### config.mk
export PLATFORM = sky130hd
export DESIGN_NAME = srp_regbank
export DESIGN_NICKNAME = d
export VERILOG_FILES = /design/src/rtl/srp_pkg.sv /design/src/rtl/srp_regbank.sv /design/src/rtl/srp_dcdc_pwm.sv
export SDC_FILE = /design/constraint.sdc
export NUM_CORES = 1
export LEC_CHECK = 0
export ABC_CLOCK_PERIOD_IN_PS = 3000
export BUFFER_PORTS_ARGS = -buffer_cell sky130_fd_sc_hd__buf_2
export CAP_MARGIN = 40
export CELL_PAD_IN_SITES_DETAIL_PLACEMENT = 1
export CELL_PAD_IN_SITES_GLOBAL_PLACEMENT = 1
export CORE_MARGIN = 2
export CORE_UTILIZATION = 46
export DETAILED_ROUTE_END_ITERATION = 10
export PLACE_DENSITY = 0.79
export SETUP_SLACK_MARGIN = 0.5
export SYNTH_ARGS = -nofsm -noshare
export SYNTH_HDL_FRONTEND = slang
export SYNTH_SLANG_ARGS = --single-unit
export TNS_END_PERCENT = 10
### constraint.sdc
create_clock -name pclk -period 3 [get_ports pclk]
set_clock_uncertainty 0.2 [all_clocks]
set_input_delay 0 -clock pclk [delete_from_list [all_inputs] [get_ports pclk]]
set_output_delay 0 -clock pclk [all_outputs]
set_load 0.03 [all_outputs]
### src/rtl/srp_pkg.sv
package srp_pkg;

    // register indices; byte address is four times the index
    localparam int unsigned ADDR_W = 10;
    localparam logic [7:0] IDX_SERIAL_CFG  = 8'h00;
    localparam logic [7:0] IDX_LINE_CAP    = 8'h0A;
    localparam logic [7:0] IDX_PLL         = 8'h0E;
    localparam logic [7:0] IDX_FSK         = 8'h34;
    localparam logic [7:0] IDX_LC_DEBOUNCE = 8'h3F;
    localparam logic [7:0] IDX_CONV_BAT    = 8'h42;
    localparam logic [7:0] IDX_HIGH_BATTERY_VOLTAGE       = 8'h4A;
    localparam logic [7:0] IDX_CONV_PERIOD = 8'h5C;
    localparam logic [7:0] IDX_CONV_SWITCH = 8'h5D;
    localparam logic [7:0] IDX_ENHANCE     = 8'h6C;
    localparam logic [7:0] IDX_MIN_OV      = 8'h70;
    localparam logic [7:0] IDX_LC_LOWER    = 8'h71;
    localparam logic [7:0] IDX_REVISION    = 8'h72;
    localparam logic [7:0] IDX_LINE_STATE  = 8'h73;
    localparam logic [7:0] IDX_CAL         = 8'h74;
    localparam logic [7:0] IDX_IRQ_STATUS  = 8'h75;
    localparam logic [7:0] IDX_IRQ_MASK    = 8'h76;

    // field positions
    localparam int unsigned SERIAL_MODE_BIT    = 6;
    localparam int unsigned PLL_DOWN_BIT       = 0;
    localparam int unsigned EXT_BAT_BIT        = 2;
    localparam int unsigned OVERHEAD_RANGE_BIT = 4;
    localparam int unsigned PERIOD_FIXED_BIT   = 6;
    localparam int unsigned DRIVE_POL_BIT      = 5;
    localparam int unsigned AUTO_RT_BIT        = 4;
    localparam int unsigned CAL_START_BIT      = 0;

    // bits that host writes may change
    localparam logic [7:0] PLL_WMASK      = 8'hFE;
    localparam logic [7:0] CONV_BAT_WMASK = 8'hFB;
    localparam logic [7:0] PERIOD_WMASK   = 8'hBF;
    localparam logic [7:0] SWITCH_WMASK   = 8'hDF;

    // reset values
    localparam logic [7:0]  RST_BYTE   = 8'h00;
    localparam logic [15:0] RST_HALF   = 16'h0000;
    localparam logic [7:0]  RST_PERIOD = 8'h40;

    // line states
    localparam int unsigned LS_W = 3;
    localparam logic [2:0] LS_OPEN    = 3'h0;
    localparam logic [2:0] LS_ACTIVE  = 3'h1;
    localparam logic [2:0] LS_RINGING = 3'h4;

    // interrupt status bits
    localparam int unsigned IRQ_W          = 3;
    localparam int unsigned IRQ_RING_TRIP  = 0;
    localparam int unsigned IRQ_AUTO_OFFHK = 1;
    localparam int unsigned IRQ_CAL_DONE   = 2;

    // timing
    localparam int unsigned CLK_HZ       = 10_000_000;
    localparam int unsigned CAL_SETTLE_MS = 300;
    localparam int unsigned CAL_SETTLE_CYC =
        CAL_SETTLE_MS * (CLK_HZ / 1000);

    // revision field, value arbitrary
    localparam logic [3:0] REVISION_DEFAULT = 4'hA;

    typedef enum logic [0:0] {
        CAL_IDLE   = 1'b0,
        CAL_SETTLE = 1'b1
    } srp_cal_state_t;

    typedef struct packed {
        logic [7:0] period;
        logic       same_polarity;
    } srp_dcdc_cfg_t;

endpackage

### src/rtl/srp_regbank.sv
// Function
// - The converter drive polarity bit of the switch control register is read-only and host writes leave it unchanged.
// - Bit 6 of the converter period register always reads one and host writes cannot alter it.
// - With that bit held at one the converter period falls into a low range for bipolar and a high range for field-effect switches.
// - The external battery select bit of the converter battery register no longer exists and reads zero.
// - The PLL power-down bit cannot be written, so the PLL is never powered down.
// - A 4-bit read-only silicon revision field identifies the die revision.
// - The enhancement enable register holds eight separate enhancement enable bits.
// - The default calibration settling time is 300 ms.
// - A converter calibration targets the high-battery setting held at the moment it starts.
// - With automatic ring trip enabled a ring trip detected while the line state is ringing moves the line state to off-hook on its own.
// - The overhead range comes from bit 4 of the battery register and its value from the minimum overhead register.
// - The line capacitance compensation bits are functional and drive the line feed.
// - Daisy-chain operation does not depend on the serial mode bit.
// - The feedforward output is the inverse of the drive output on the standard variant and equal on the alternate from the first clock after reset.
// - An FSK data register, a loop closure debounce register and a loop closure lower threshold register exist.
`timescale 1ns/1ps
`default_nettype none
module srp_regbank
    import srp_pkg::*;
#(
    parameter logic [3:0]  REVISION       = REVISION_DEFAULT,
    parameter logic        ALT_VARIANT    = 1'b0,
    parameter int unsigned CAL_SETTLE_CYCLES = CAL_SETTLE_CYC
) (
    // apb slave
    input  wire logic              pclk,
    input  wire logic              presetn,
    input  wire logic              psel,
    input  wire logic              penable,
    input  wire logic              pwrite,
    input  wire logic [ADDR_W-1:0] paddr,
    input  wire logic [31:0]       pwdata,
    output var  logic [31:0]       prdata,
    output var  logic              pready,
    output var  logic              pslverr,
    // line events
    input  wire logic              ring_trip_in,
    // converter pins
    output var  logic              converter_drive_out,
    output var  logic              converter_feedforward_out,
    // line feed controls
    output var  logic [7:0]        line_cap_compensation,
    output var  logic              overhead_range_select,
    output var  logic [15:0]       min_overhead_voltage,
    output var  logic [15:0]       loop_closure_lower_threshold,
    output var  logic [7:0]        fsk_data,
    output var  logic [7:0]        loop_closure_debounce,
    output var  logic [7:0]        enhancement_enable,
    output var  logic              serial_mode_select,
    output var  logic              pll_power_down,
    output var  logic [LS_W-1:0]   line_state,
    // calibration
    output var  logic              cal_busy,
    output var  logic [7:0]        cal_target_voltage,
    // interrupt
    output var  logic              irq
);

    localparam int unsigned CNT_W = $clog2(CAL_SETTLE_CYCLES + 1);

    // storage
    logic [7:0]       serial_cfg_r;
    logic [7:0]       line_cap_r;
    logic [7:0]       pll_r;
    logic [7:0]       fsk_r;
    logic [7:0]       lc_debounce_r;
    logic [7:0]       conv_bat_r;
    logic [7:0]       high_battery_voltage_r;
    logic [7:0]       conv_period_r;
    logic [7:0]       conv_switch_r;
    logic [7:0]       enhance_r;
    logic [15:0]      min_ov_r;
    logic [15:0]      lc_lower_r;

    logic [LS_W-1:0]  line_state_r;
    logic [LS_W-1:0]  line_state_nxt;
    logic             auto_rt_r;

    logic [IRQ_W-1:0] irq_status_r;
    logic [IRQ_W-1:0] irq_status_nxt;
    logic [IRQ_W-1:0] irq_mask_r;
    logic [IRQ_W-1:0] irq_event;

    // apb decode
    logic [7:0]  idx;
    logic        access;
    logic        wr_en;
    logic        rd_capture;
    logic        hit;
    logic [31:0] rd_data;

    logic [7:0]  wbyte;
    logic [15:0] whalf;

    // writes commit with pready
    assign idx        = paddr[9:2];
    assign access     = psel & penable;
    assign wr_en      = access & pwrite & pready;
    assign rd_capture = access & ~pready;
    assign wbyte      = pwdata[7:0];
    assign whalf      = pwdata[15:0];

    logic we_serial, we_line_cap, we_pll, we_fsk, we_lc_deb, we_conv_bat;
    logic we_high_battery_voltage, we_period, we_switch, we_enhance, we_min_ov;
    logic we_lc_lower, we_line_state, we_cal, we_irq_status, we_irq_mask;

    assign we_serial     = wr_en & (idx == IDX_SERIAL_CFG);
    assign we_line_cap   = wr_en & (idx == IDX_LINE_CAP);
    assign we_pll        = wr_en & (idx == IDX_PLL);
    assign we_fsk        = wr_en & (idx == IDX_FSK);
    assign we_lc_deb     = wr_en & (idx == IDX_LC_DEBOUNCE);
    assign we_conv_bat   = wr_en & (idx == IDX_CONV_BAT);
    assign we_high_battery_voltage      = wr_en & (idx == IDX_HIGH_BATTERY_VOLTAGE);
    assign we_period     = wr_en & (idx == IDX_CONV_PERIOD);
    assign we_switch     = wr_en & (idx == IDX_CONV_SWITCH);
    assign we_enhance    = wr_en & (idx == IDX_ENHANCE);
    assign we_min_ov     = wr_en & (idx == IDX_MIN_OV);
    assign we_lc_lower   = wr_en & (idx == IDX_LC_LOWER);
    assign we_line_state = wr_en & (idx == IDX_LINE_STATE);
    assign we_cal        = wr_en & (idx == IDX_CAL);
    assign we_irq_status = wr_en & (idx == IDX_IRQ_STATUS);
    assign we_irq_mask   = wr_en & (idx == IDX_IRQ_MASK);

    // ring trip pin synchroniser and edge detect
    logic rt_meta_r, rt_sync_r, rt_prev_r;
    logic ring_trip_rise;

    assign ring_trip_rise = rt_sync_r & ~rt_prev_r;

    always_ff @(posedge pclk or negedge presetn) begin
        if (!presetn) begin
            rt_meta_r <= 1'b0;
            rt_sync_r <= 1'b0;
            rt_prev_r <= 1'b0;
        end else begin
            rt_meta_r <= ring_trip_in;
            rt_sync_r <= rt_meta_r;
            rt_prev_r <= rt_sync_r;
        end
    end

    // calibration sequencer
    srp_cal_state_t   cal_state_r;
    logic [CNT_W-1:0] cal_cnt_r;
    logic [7:0]       cal_target_r;
    logic             cal_start;
    logic             cal_done;

    // a restart while busy is dropped
    assign cal_start = we_cal & wbyte[CAL_START_BIT] &
                       (cal_state_r == CAL_IDLE);
    assign cal_done  = (cal_state_r == CAL_SETTLE) &&
                       (cal_cnt_r == CNT_W'(CAL_SETTLE_CYCLES - 1));

    always_ff @(posedge pclk or negedge presetn) begin
        if (!presetn) begin
            cal_state_r  <= CAL_IDLE;
            cal_cnt_r    <= '0;
            cal_target_r <= RST_BYTE;
        end else begin
            unique case (cal_state_r)
                CAL_IDLE: begin
                    cal_cnt_r <= '0;
                    if (cal_start) begin
                        cal_target_r <= high_battery_voltage_r;
                        cal_state_r  <= CAL_SETTLE;
                    end
                end
                CAL_SETTLE: begin
                    cal_cnt_r <= cal_cnt_r + CNT_W'(1);
                    if (cal_done) begin
                        cal_state_r <= CAL_IDLE;
                    end
                end
            endcase
        end
    end

    // automatic ring trip to off-hook; hardware wins over a host write
    logic auto_offhook;

    assign auto_offhook = ring_trip_rise & auto_rt_r &
                          (line_state_r == LS_RINGING);
    assign line_state_nxt = auto_offhook ? LS_ACTIVE :
                            we_line_state ? wbyte[LS_W-1:0] : line_state_r;

    // sticky status, set wins over write-one-to-clear
    always_comb begin
        irq_event                 = '0;

        irq_event[IRQ_RING_TRIP]  = ring_trip_rise;
        irq_event[IRQ_AUTO_OFFHK] = auto_offhook;
        irq_event[IRQ_CAL_DONE]   = cal_done;
    end

    assign irq_status_nxt = irq_event |
        (irq_status_r & ~(we_irq_status ? pwdata[IRQ_W-1:0] : '0));

    // register storage
    always_ff @(posedge pclk or negedge presetn) begin
        if (!presetn) begin
            serial_cfg_r  <= RST_BYTE;
            line_cap_r    <= RST_BYTE;
            pll_r         <= RST_BYTE;
            fsk_r         <= RST_BYTE;
            lc_debounce_r <= RST_BYTE;
            conv_bat_r    <= RST_BYTE;
            high_battery_voltage_r       <= RST_BYTE;
            conv_period_r <= RST_PERIOD;
            conv_switch_r <= RST_BYTE;
            enhance_r     <= RST_BYTE;
            min_ov_r      <= RST_HALF;
            lc_lower_r    <= RST_HALF;
            line_state_r  <= LS_OPEN;
            auto_rt_r     <= 1'b0;
            irq_status_r  <= '0;
            irq_mask_r    <= '0;
        end else begin
            // serial mode bit stored and driven to serial_mode_select, daisy chain ignores it
            if (we_serial)   serial_cfg_r  <= wbyte;
            if (we_line_cap) line_cap_r    <= wbyte;
            if (we_pll)      pll_r         <= wbyte & PLL_WMASK;
            if (we_fsk)      fsk_r         <= wbyte;
            if (we_lc_deb)   lc_debounce_r <= wbyte;
            if (we_conv_bat) conv_bat_r    <= wbyte & CONV_BAT_WMASK;
            if (we_high_battery_voltage)    high_battery_voltage_r       <= wbyte;
            if (we_period)   conv_period_r <= (wbyte & PERIOD_WMASK)
                                              | ~PERIOD_WMASK;
            if (we_switch)   conv_switch_r <= wbyte & SWITCH_WMASK;
            if (we_enhance)  enhance_r     <= wbyte;
            if (we_min_ov)   min_ov_r      <= whalf;
            if (we_lc_lower) lc_lower_r    <= whalf;
            if (we_line_state) auto_rt_r   <= wbyte[AUTO_RT_BIT];
            if (we_irq_mask) irq_mask_r    <= pwdata[IRQ_W-1:0];

            line_state_r <= line_state_nxt;
            irq_status_r <= irq_status_nxt;
        end
    end

    // read mux; protected bits read their fixed values
    logic [7:0] switch_view;

    assign switch_view = (conv_switch_r & SWITCH_WMASK) |
                         (ALT_VARIANT ? ~SWITCH_WMASK : 8'h00);

    always_comb begin
        rd_data = 32'h0000_0000;
        hit     = 1'b1;

        unique case (idx)
            IDX_SERIAL_CFG:  rd_data[7:0]  = serial_cfg_r;
            IDX_LINE_CAP:    rd_data[7:0]  = line_cap_r;
            IDX_PLL:         rd_data[7:0]  = pll_r & PLL_WMASK;
            IDX_FSK:         rd_data[7:0]  = fsk_r;
            IDX_LC_DEBOUNCE: rd_data[7:0]  = lc_debounce_r;
            IDX_CONV_BAT:    rd_data[7:0]  = conv_bat_r & CONV_BAT_WMASK;
            IDX_HIGH_BATTERY_VOLTAGE:       rd_data[7:0]  = high_battery_voltage_r;
            IDX_CONV_PERIOD: rd_data[7:0]  = conv_period_r | ~PERIOD_WMASK;
            IDX_CONV_SWITCH: rd_data[7:0]  = switch_view;
            IDX_ENHANCE:     rd_data[7:0]  = enhance_r;
            IDX_MIN_OV:      rd_data[15:0] = min_ov_r;
            IDX_LC_LOWER:    rd_data[15:0] = lc_lower_r;
            IDX_REVISION:    rd_data[3:0]  = REVISION;
            IDX_LINE_STATE: begin
                rd_data[LS_W-1:0]   = line_state_r;
                rd_data[AUTO_RT_BIT] = auto_rt_r;
            end
            IDX_CAL:         rd_data[CAL_START_BIT] =
                                 (cal_state_r == CAL_SETTLE);
            IDX_IRQ_STATUS:  rd_data[IRQ_W-1:0] = irq_status_r;
            IDX_IRQ_MASK:    rd_data[IRQ_W-1:0] = irq_mask_r;
            default:         hit = 1'b0;
        endcase
    end

    // one wait state; protected-bit writes still complete without error
    always_ff @(posedge pclk or negedge presetn) begin
        if (!presetn) begin
            pready  <= 1'b0;
            prdata  <= 32'h0000_0000;
            pslverr <= 1'b0;
        end else begin
            pready <= rd_capture;
            if (rd_capture) begin
                prdata  <= pwrite ? 32'h0000_0000 : rd_data;
                pslverr <= ~hit;
            end
        end
    end

    // outputs straight from flops
    always_ff @(posedge pclk or negedge presetn) begin
        if (!presetn) begin
            line_cap_compensation        <= RST_BYTE;
            overhead_range_select        <= 1'b0;
            min_overhead_voltage         <= RST_HALF;
            loop_closure_lower_threshold <= RST_HALF;
            fsk_data                     <= RST_BYTE;
            loop_closure_debounce        <= RST_BYTE;
            enhancement_enable           <= RST_BYTE;
            serial_mode_select           <= 1'b0;
            pll_power_down               <= 1'b0;
            line_state                   <= LS_OPEN;
            cal_busy                     <= 1'b0;
            cal_target_voltage           <= RST_BYTE;
            irq                          <= 1'b0;
        end else begin
            line_cap_compensation        <= line_cap_r;
            overhead_range_select        <= conv_bat_r[OVERHEAD_RANGE_BIT];
            min_overhead_voltage         <= min_ov_r;
            loop_closure_lower_threshold <= lc_lower_r;
            fsk_data                     <= fsk_r;
            loop_closure_debounce        <= lc_debounce_r;
            enhancement_enable           <= enhance_r;
            serial_mode_select           <= serial_cfg_r[SERIAL_MODE_BIT];
            pll_power_down               <= pll_r[PLL_DOWN_BIT];
            line_state                   <= line_state_r;
            cal_busy                     <= (cal_state_r == CAL_SETTLE);
            cal_target_voltage           <= cal_target_r;
            irq                          <= |(irq_status_nxt & irq_mask_r);
        end
    end

    // converter drive; fixed period bit keeps the two frequency ranges
    srp_dcdc_cfg_t dcdc_cfg;

    assign dcdc_cfg.period        = conv_period_r | ~PERIOD_WMASK;
    assign dcdc_cfg.same_polarity = ALT_VARIANT;

    srp_dcdc_pwm u_pwm (
        .pclk                      (pclk),
        .presetn                   (presetn),
        .cfg                       (dcdc_cfg),
        .converter_drive_out       (converter_drive_out),
        .converter_feedforward_out (converter_feedforward_out)
    );

endmodule // srp_regbank
`default_nettype wire

### src/rtl/srp_dcdc_pwm.sv
`timescale 1ns/1ps
`default_nettype none
module srp_dcdc_pwm
    import srp_pkg::*;
(
    // clock and reset
    input  wire logic          pclk,
    input  wire logic          presetn,
    // configuration
    input  wire srp_dcdc_cfg_t cfg,
    // pins
    output var  logic          converter_drive_out,
    output var  logic          converter_feedforward_out
);

    logic [7:0] cnt_r;
    logic [7:0] cnt_nxt;
    logic       wrap;
    logic       drive_nxt;

    // period never drops below 64 steps, the fixed bit sees to that
    assign wrap      = (cnt_r >= cfg.period);
    assign cnt_nxt   = wrap ? 8'h00 : cnt_r + 8'h01;
    assign drive_nxt = (cnt_nxt < {1'b0, cfg.period[7:1]});

    always_ff @(posedge pclk or negedge presetn) begin
        if (!presetn) begin
            cnt_r                     <= 8'h00;
            converter_drive_out       <= 1'b0;
            converter_feedforward_out <= 1'b1;
        end else begin
            cnt_r                     <= cnt_nxt;
            converter_drive_out       <= drive_nxt;
            converter_feedforward_out <= drive_nxt ^ ~cfg.same_polarity;
        end
    end

endmodule // srp_dcdc_pwm
`default_nettype wire

==> summary by stage <==
Placement
Before CTS, the worst setup slack after placement is between 0.07 and 0.08 ns. The half-perimeter wire length after detailed placement is 20700 um. The placer's final routability congestion estimate is 0.881. After detailed placement, the design holds a cell count of 1291. The count of input and output buffers is 128.

Critical path
Traced cell by cell, the critical path runs through inv_2 > ha_4 > a21oi_2 > nor2_1 > a211oi_2 > o21ai_4 > nor2_4 > ha_4 > a21boi_1 > o21ai_1 > a21oi_1 > o211ai_1 > a22o_1. The standard cell with the maximum stage delay on the critical path is dfrtp_1. By instance count, the cell type seen most on the critical path is ha_4. The setup path with the least slack is of type reg2reg. Broken down by cell family, the worst path's largest delay share belongs to compound AO/OA/AOI/OAI gates. Data on the critical path arrives at its endpoint at 3.09 ns. Counting both buffers and inverters, the worst setup path holds a total of 1.

The highest fanout seen on the critical path is 2. The worst setup path is captured at a register. The startpoint class of the critical path is a register.

The data required time of the worst path is 3.28 ns. The largest single stage delay on the critical path is 0.40 ns.

Logic synthesis
The count of synthesis-stage warnings from yosys is 0. The mean instance size in the synthesized netlist is 12.8 um2. Yosys attributes the largest share of cell area to dfrtp_1 58%, mux2_2 12%, buf_4 1.7%, ha_1 1.6%, nand2_1 1.5%. The fraction of post-synthesis cell area in the top cell type by area is 58.0%. Synthesis produced a netlist whose cell count is 871. The share of the Yosys chip area taken by registers is 58.3%. dfrtp_1 takes more of the synthesized area than any other cell. Yosys mapped a number of flops with a built-in enable equal to 0. The proportion of register bits with asynchronous set or reset after synthesis is 100%. Yosys mapped the design onto 74 distinct sky130hd cell types. Summing every instance area after synthesis gives 11100 um2. The top flip-flop cell by instance count after synthesis is dfrtp_1.

The register bit total from synthesis is 259.

Route
The per-cell via count in the routed design is 5.68. For this block, the initial DRC count from the detailed router was approximately 460. The detail route stage leaves a number of antenna-violating nets equal to 0. For this run, design rule violations remaining after detail routing come to 0. The post-detailed-route wirelength per cell is approximately 23 um. The number of detailed-route iterations in the first pass is 5. The routed design has 31600 um of wire. Detailed routing inserted a total of 7862 vias.

STA
For the finished layout, the period the worst path requires is 2.81 ns. Once routing completed, OpenROAD measured the worst setup slack at between 0.15 and 0.2 ns. Of the available clock period, the critical path in the final layout requires 93.7%. The number of pins exceeding their max-slew limit in the final report is 0. For the pin with the worst max-slew slack, the measured transition is approximately 0.86 ns.

The final hold violation count is 0. Setup total negative slack on the finished layout was measured at 0 ns. The total setup violations reported at the end of the flow is 0. Setup repair after global routing could not meet its margin everywhere. Derived from the worst setup path, the maximum achievable clock frequency is 356 MHz.

The worst relative slew slack is 42.0%.

Floorplan
The starting density of the core is between 40% and 50%. The placeable core region is 23600 um2. The row count is 56.

The horizontal die dimension is 159 um. The floorplan step defined a die boundary enclosing between 20000 and 30000 um2. The I/O pin count is 164. Measured along the y axis, the die boundary spans roughly 160 um.

CTS
The maximum count of clock buffers along a single path is 3. The number of clock sinks is between 200 and 300. In this run, CTS created clock tree buffers numbering 28. TritonCTS built the clock tree. The clock transition at the registers of the reported paths is 0.06 ns.

The cell sitting at the root of the clock tree is a clkbuf_16. The clock reaches the later pin of the worst-skew pair after roughly 0.55 ns. The level count of the clock H-tree is 1.

GRT
The first-pass GRT wire length is 49700 um. The met1 usage is between 30% and 40%. The via count of the first global-routing pass is around 8500. After global routing the overflow that remains totals 0.

The met2 track demand over resource is 42.3%. The number of antenna violations at the first check in global routing is 2. The layer flagged by global routing as most heavily used is met2.

The global-route usage over all layers is about a quarter. The met3 layer usage reported by global route is between 3 and 4%. Entering global routing, the biggest net connects 96 pins.

Power
Combinational logic burns 5.0% of the power. The overall power of the completed layout is 7.32 mW. The share of total power dissipated in sequential elements is 48.1%.

For this design the ratio of total power to cell area is 545 nW/um2. The internal power of the cells totals 5.61 mW. The net switching share of the total power is 23.4%. Summed over all nets, the switching power comes to 1.71 mW. The peak ir drop on the vdd network is 405 uV. For this design the static power due to leakage is ~6.7 nW. In this run, the clock network consumes 46.9% of the power.

Final layout
The finished layout holds 1384 standard cells, fillers aside. Relative to the synthesized area, the layout overhead comes to 20.6%. The number of nets in the layout is 1105. Of the cells placed in the final design, the portion with a size suffix greater than 1 is 34.5%.

Status
The flow ran to the end, and the final reports show no timing, DRC or antenna violations.

Job
The number of maximum-capacitance constraint violations is 0.

Worst hold path
The class of the tightest hold or removal check is in2reg.
==> power by group through the flow <==
stage	Combinational [mW]	Sequential [mW]	Clock, mW
2_1_floorplan	0.169	3.60	0
4_1_cts	0.361	3.52	3.51
6_report	0.363	3.52	3.43
3_5_place_dp	0.328	3.58	0
5_1_grt	0.393	3.52	3.65
3_3_place_gp	0.323	3.58	0
==> synth_stat cells, types with 4 or more instances <==
master and number:
nand3_1 31, and2_1 4, buf_2 17, and3b_1 5, nor2b_1 11, xnor2_1 8
a32oi_1 6, o21ai_0 29, a21boi_0 5, xor2_1 15, inv_1 17, a22o_1 6
a21oi_1 12, nand2b_1 4, nand4_1 21, dfrtp_1 258, ha_1 14, or4_1 4
o211ai_1 5, and3_1 12, buf_6 7, a22oi_1 12, mux2i_1 15, nand4b_1 4
a21o_1 4, nor2_1 40, mux2_2 122, buf_4 25, clkbuf_1 16, nor4bb_1 6
nand2_1 45, nor4_1 8, nor3_1 10
==> flip-flops by register name, indices dropped and copies added (netlist names), 8 cells and up <==
| signal | cells |
|---|---|
| loop_closure_debounce | 8 |
| u_pwm.cnt_r | 8 |
| lc_lower_r | 16 |
| loop_closure_lower_threshold | 16 |
| cal_target_r | 8 |
| min_overhead_voltage | 16 |
| line_cap_compensation | 8 |
| cal_target_voltage | 8 |
| cal_cnt_r | 22 |
| fsk_r | 8 |
| min_ov_r | 16 |
| line_cap_r | 8 |
| prdata | 16 |
| serial_cfg_r | 8 |
| high_battery_voltage_r | 8 |
| fsk_data | 8 |
| lc_debounce_r | 8 |
| enhancement_enable | 8 |
| enhance_r | 8 |
==> placed cells by master, fill, tap and decap left out, types with 5 or more instances in the layout <==
| cell | Yosys | routed |
|---|---|---|
| a21oi_1 | 12 | 10 |
| a22o_1 | 6 | 6 |
| a22oi_1 | 12 | 12 |
| a32oi_1 | 6 | 6 |
| and3_1 | 12 | 12 |
| and3b_1 | 5 | 5 |
| buf_2 | 17 | 127 |
| buf_4 | 25 | 29 |
| clkbuf_1 | 16 | 5 |
| clkbuf_16 | 0 | 28 |
| clkinvlp_4 | 0 | 5 |
| conb_1 | 1 | 17 |
| dfrtp_1 | 258 | 257 |
| dlygate4sd3_1 | 0 | 32 |
| ha_1 | 14 | 12 |
| inv_1 | 17 | 15 |
| mux2_2 | 122 | 122 |
| mux2i_1 | 15 | 15 |
| nand2_1 | 45 | 43 |
| nand3_1 | 31 | 31 |
| nand4_1 | 21 | 21 |
| nor2_1 | 40 | 35 |
| nor2b_1 | 11 | 11 |
| nor3_1 | 10 | 10 |
| nor4_1 | 8 | 8 |
| nor4bb_1 | 6 | 6 |
| o211ai_1 | 5 | 5 |
| o21ai_0 | 29 | 28 |
| xnor2_1 | 8 | 8 |
| xor2_1 | 15 | 15 |
==> per-layer routing <==
| metal | wire length [um] | up-vias |
|---|---|---|
| li1 | - | 3469 |
| met2 | 15900 | 222 |
| met1 | 13200 | 4088 |
| met3 | 1200 | 83 |
| met4 | 1330 | 0 |
| met5 | 0 | - |
==> tightest hold or removal path, stage by stage <==
cell and delay [ns]:
dlygate4sd3_1 0.52, buf_2 0.11, mux2_1 0.12
==> cell type report <==
class | instances | area [um2]
multi-input cells | 546 | 4310
fillers | 2414 | 10200
flip-flops and latches | 259 | 6480
inverters | 17 | 63.8
well taps | 319 | 399
repair buffers | 191 | 1230
diodes | 1 | 2.50
clock inverters | 14 | 155
clock buffers | 37 | 774
==> worst paths after layout <==
path	start	to	slack, ns	cells past startpoint
hold / removal	pwdata[8]	lc_lower_r[8]	0.03	3
hold reg to reg	rt_meta_r	rt_sync_r	0.15	0
setup reg to reg	conv_period_r[5]	u_pwm.converter_drive_out	0.19	13
max in group asynchronous	presetn	loop_closure_lower_threshold[11]	1.24	4
min in group asynchronous	presetn	cal_cnt_r[20]	0.41	3
setup / recovery	conv_period_r[5]	u_pwm.converter_drive_out	0.19	13
==> metrics by stage <==
step | util, % | instance area [um2] | hold slack (ns)
6_report | 56.8 | 13400 | 0.0304
5_1_grt | 56.8 | 13400 | 0.0436
4_1_cts | 56.6 | 13400 | 0.0169
3_5_place_dp | 51.0 | 12000 | -0.114
3_3_place_gp | 51.0 | 12000 | -0.114
2_1_floorplan | - | 11200 | -0.496
==> cell families (layout without fill, tap and decap cells) <==
group	Yosys count	in the layout	synth area share [%]
flip-flops	259	259	58.3
AND/OR/NAND/NOR	245	245	13.3
multiplexers	140	140	14.0
AO/OA/AOI/OAI	107	107	6.71
buffers and inverters	82	259	4.27
XOR/XNOR	23	23	1.81
adder cells (fa/ha/maj)	14	14	1.57
other	1	18	0.0337
==> what timing repair did <==
action                                  4_1_cts  5_1_grt
hold endpoints to repair                    396        0
endpoints found under the setup margin        2       11
gates resized for setup                       8        7
pin swaps                                     6        6
hold buffers                                 32        0
setup buffers                                 7        2
(Power assumes the default switching activity.)
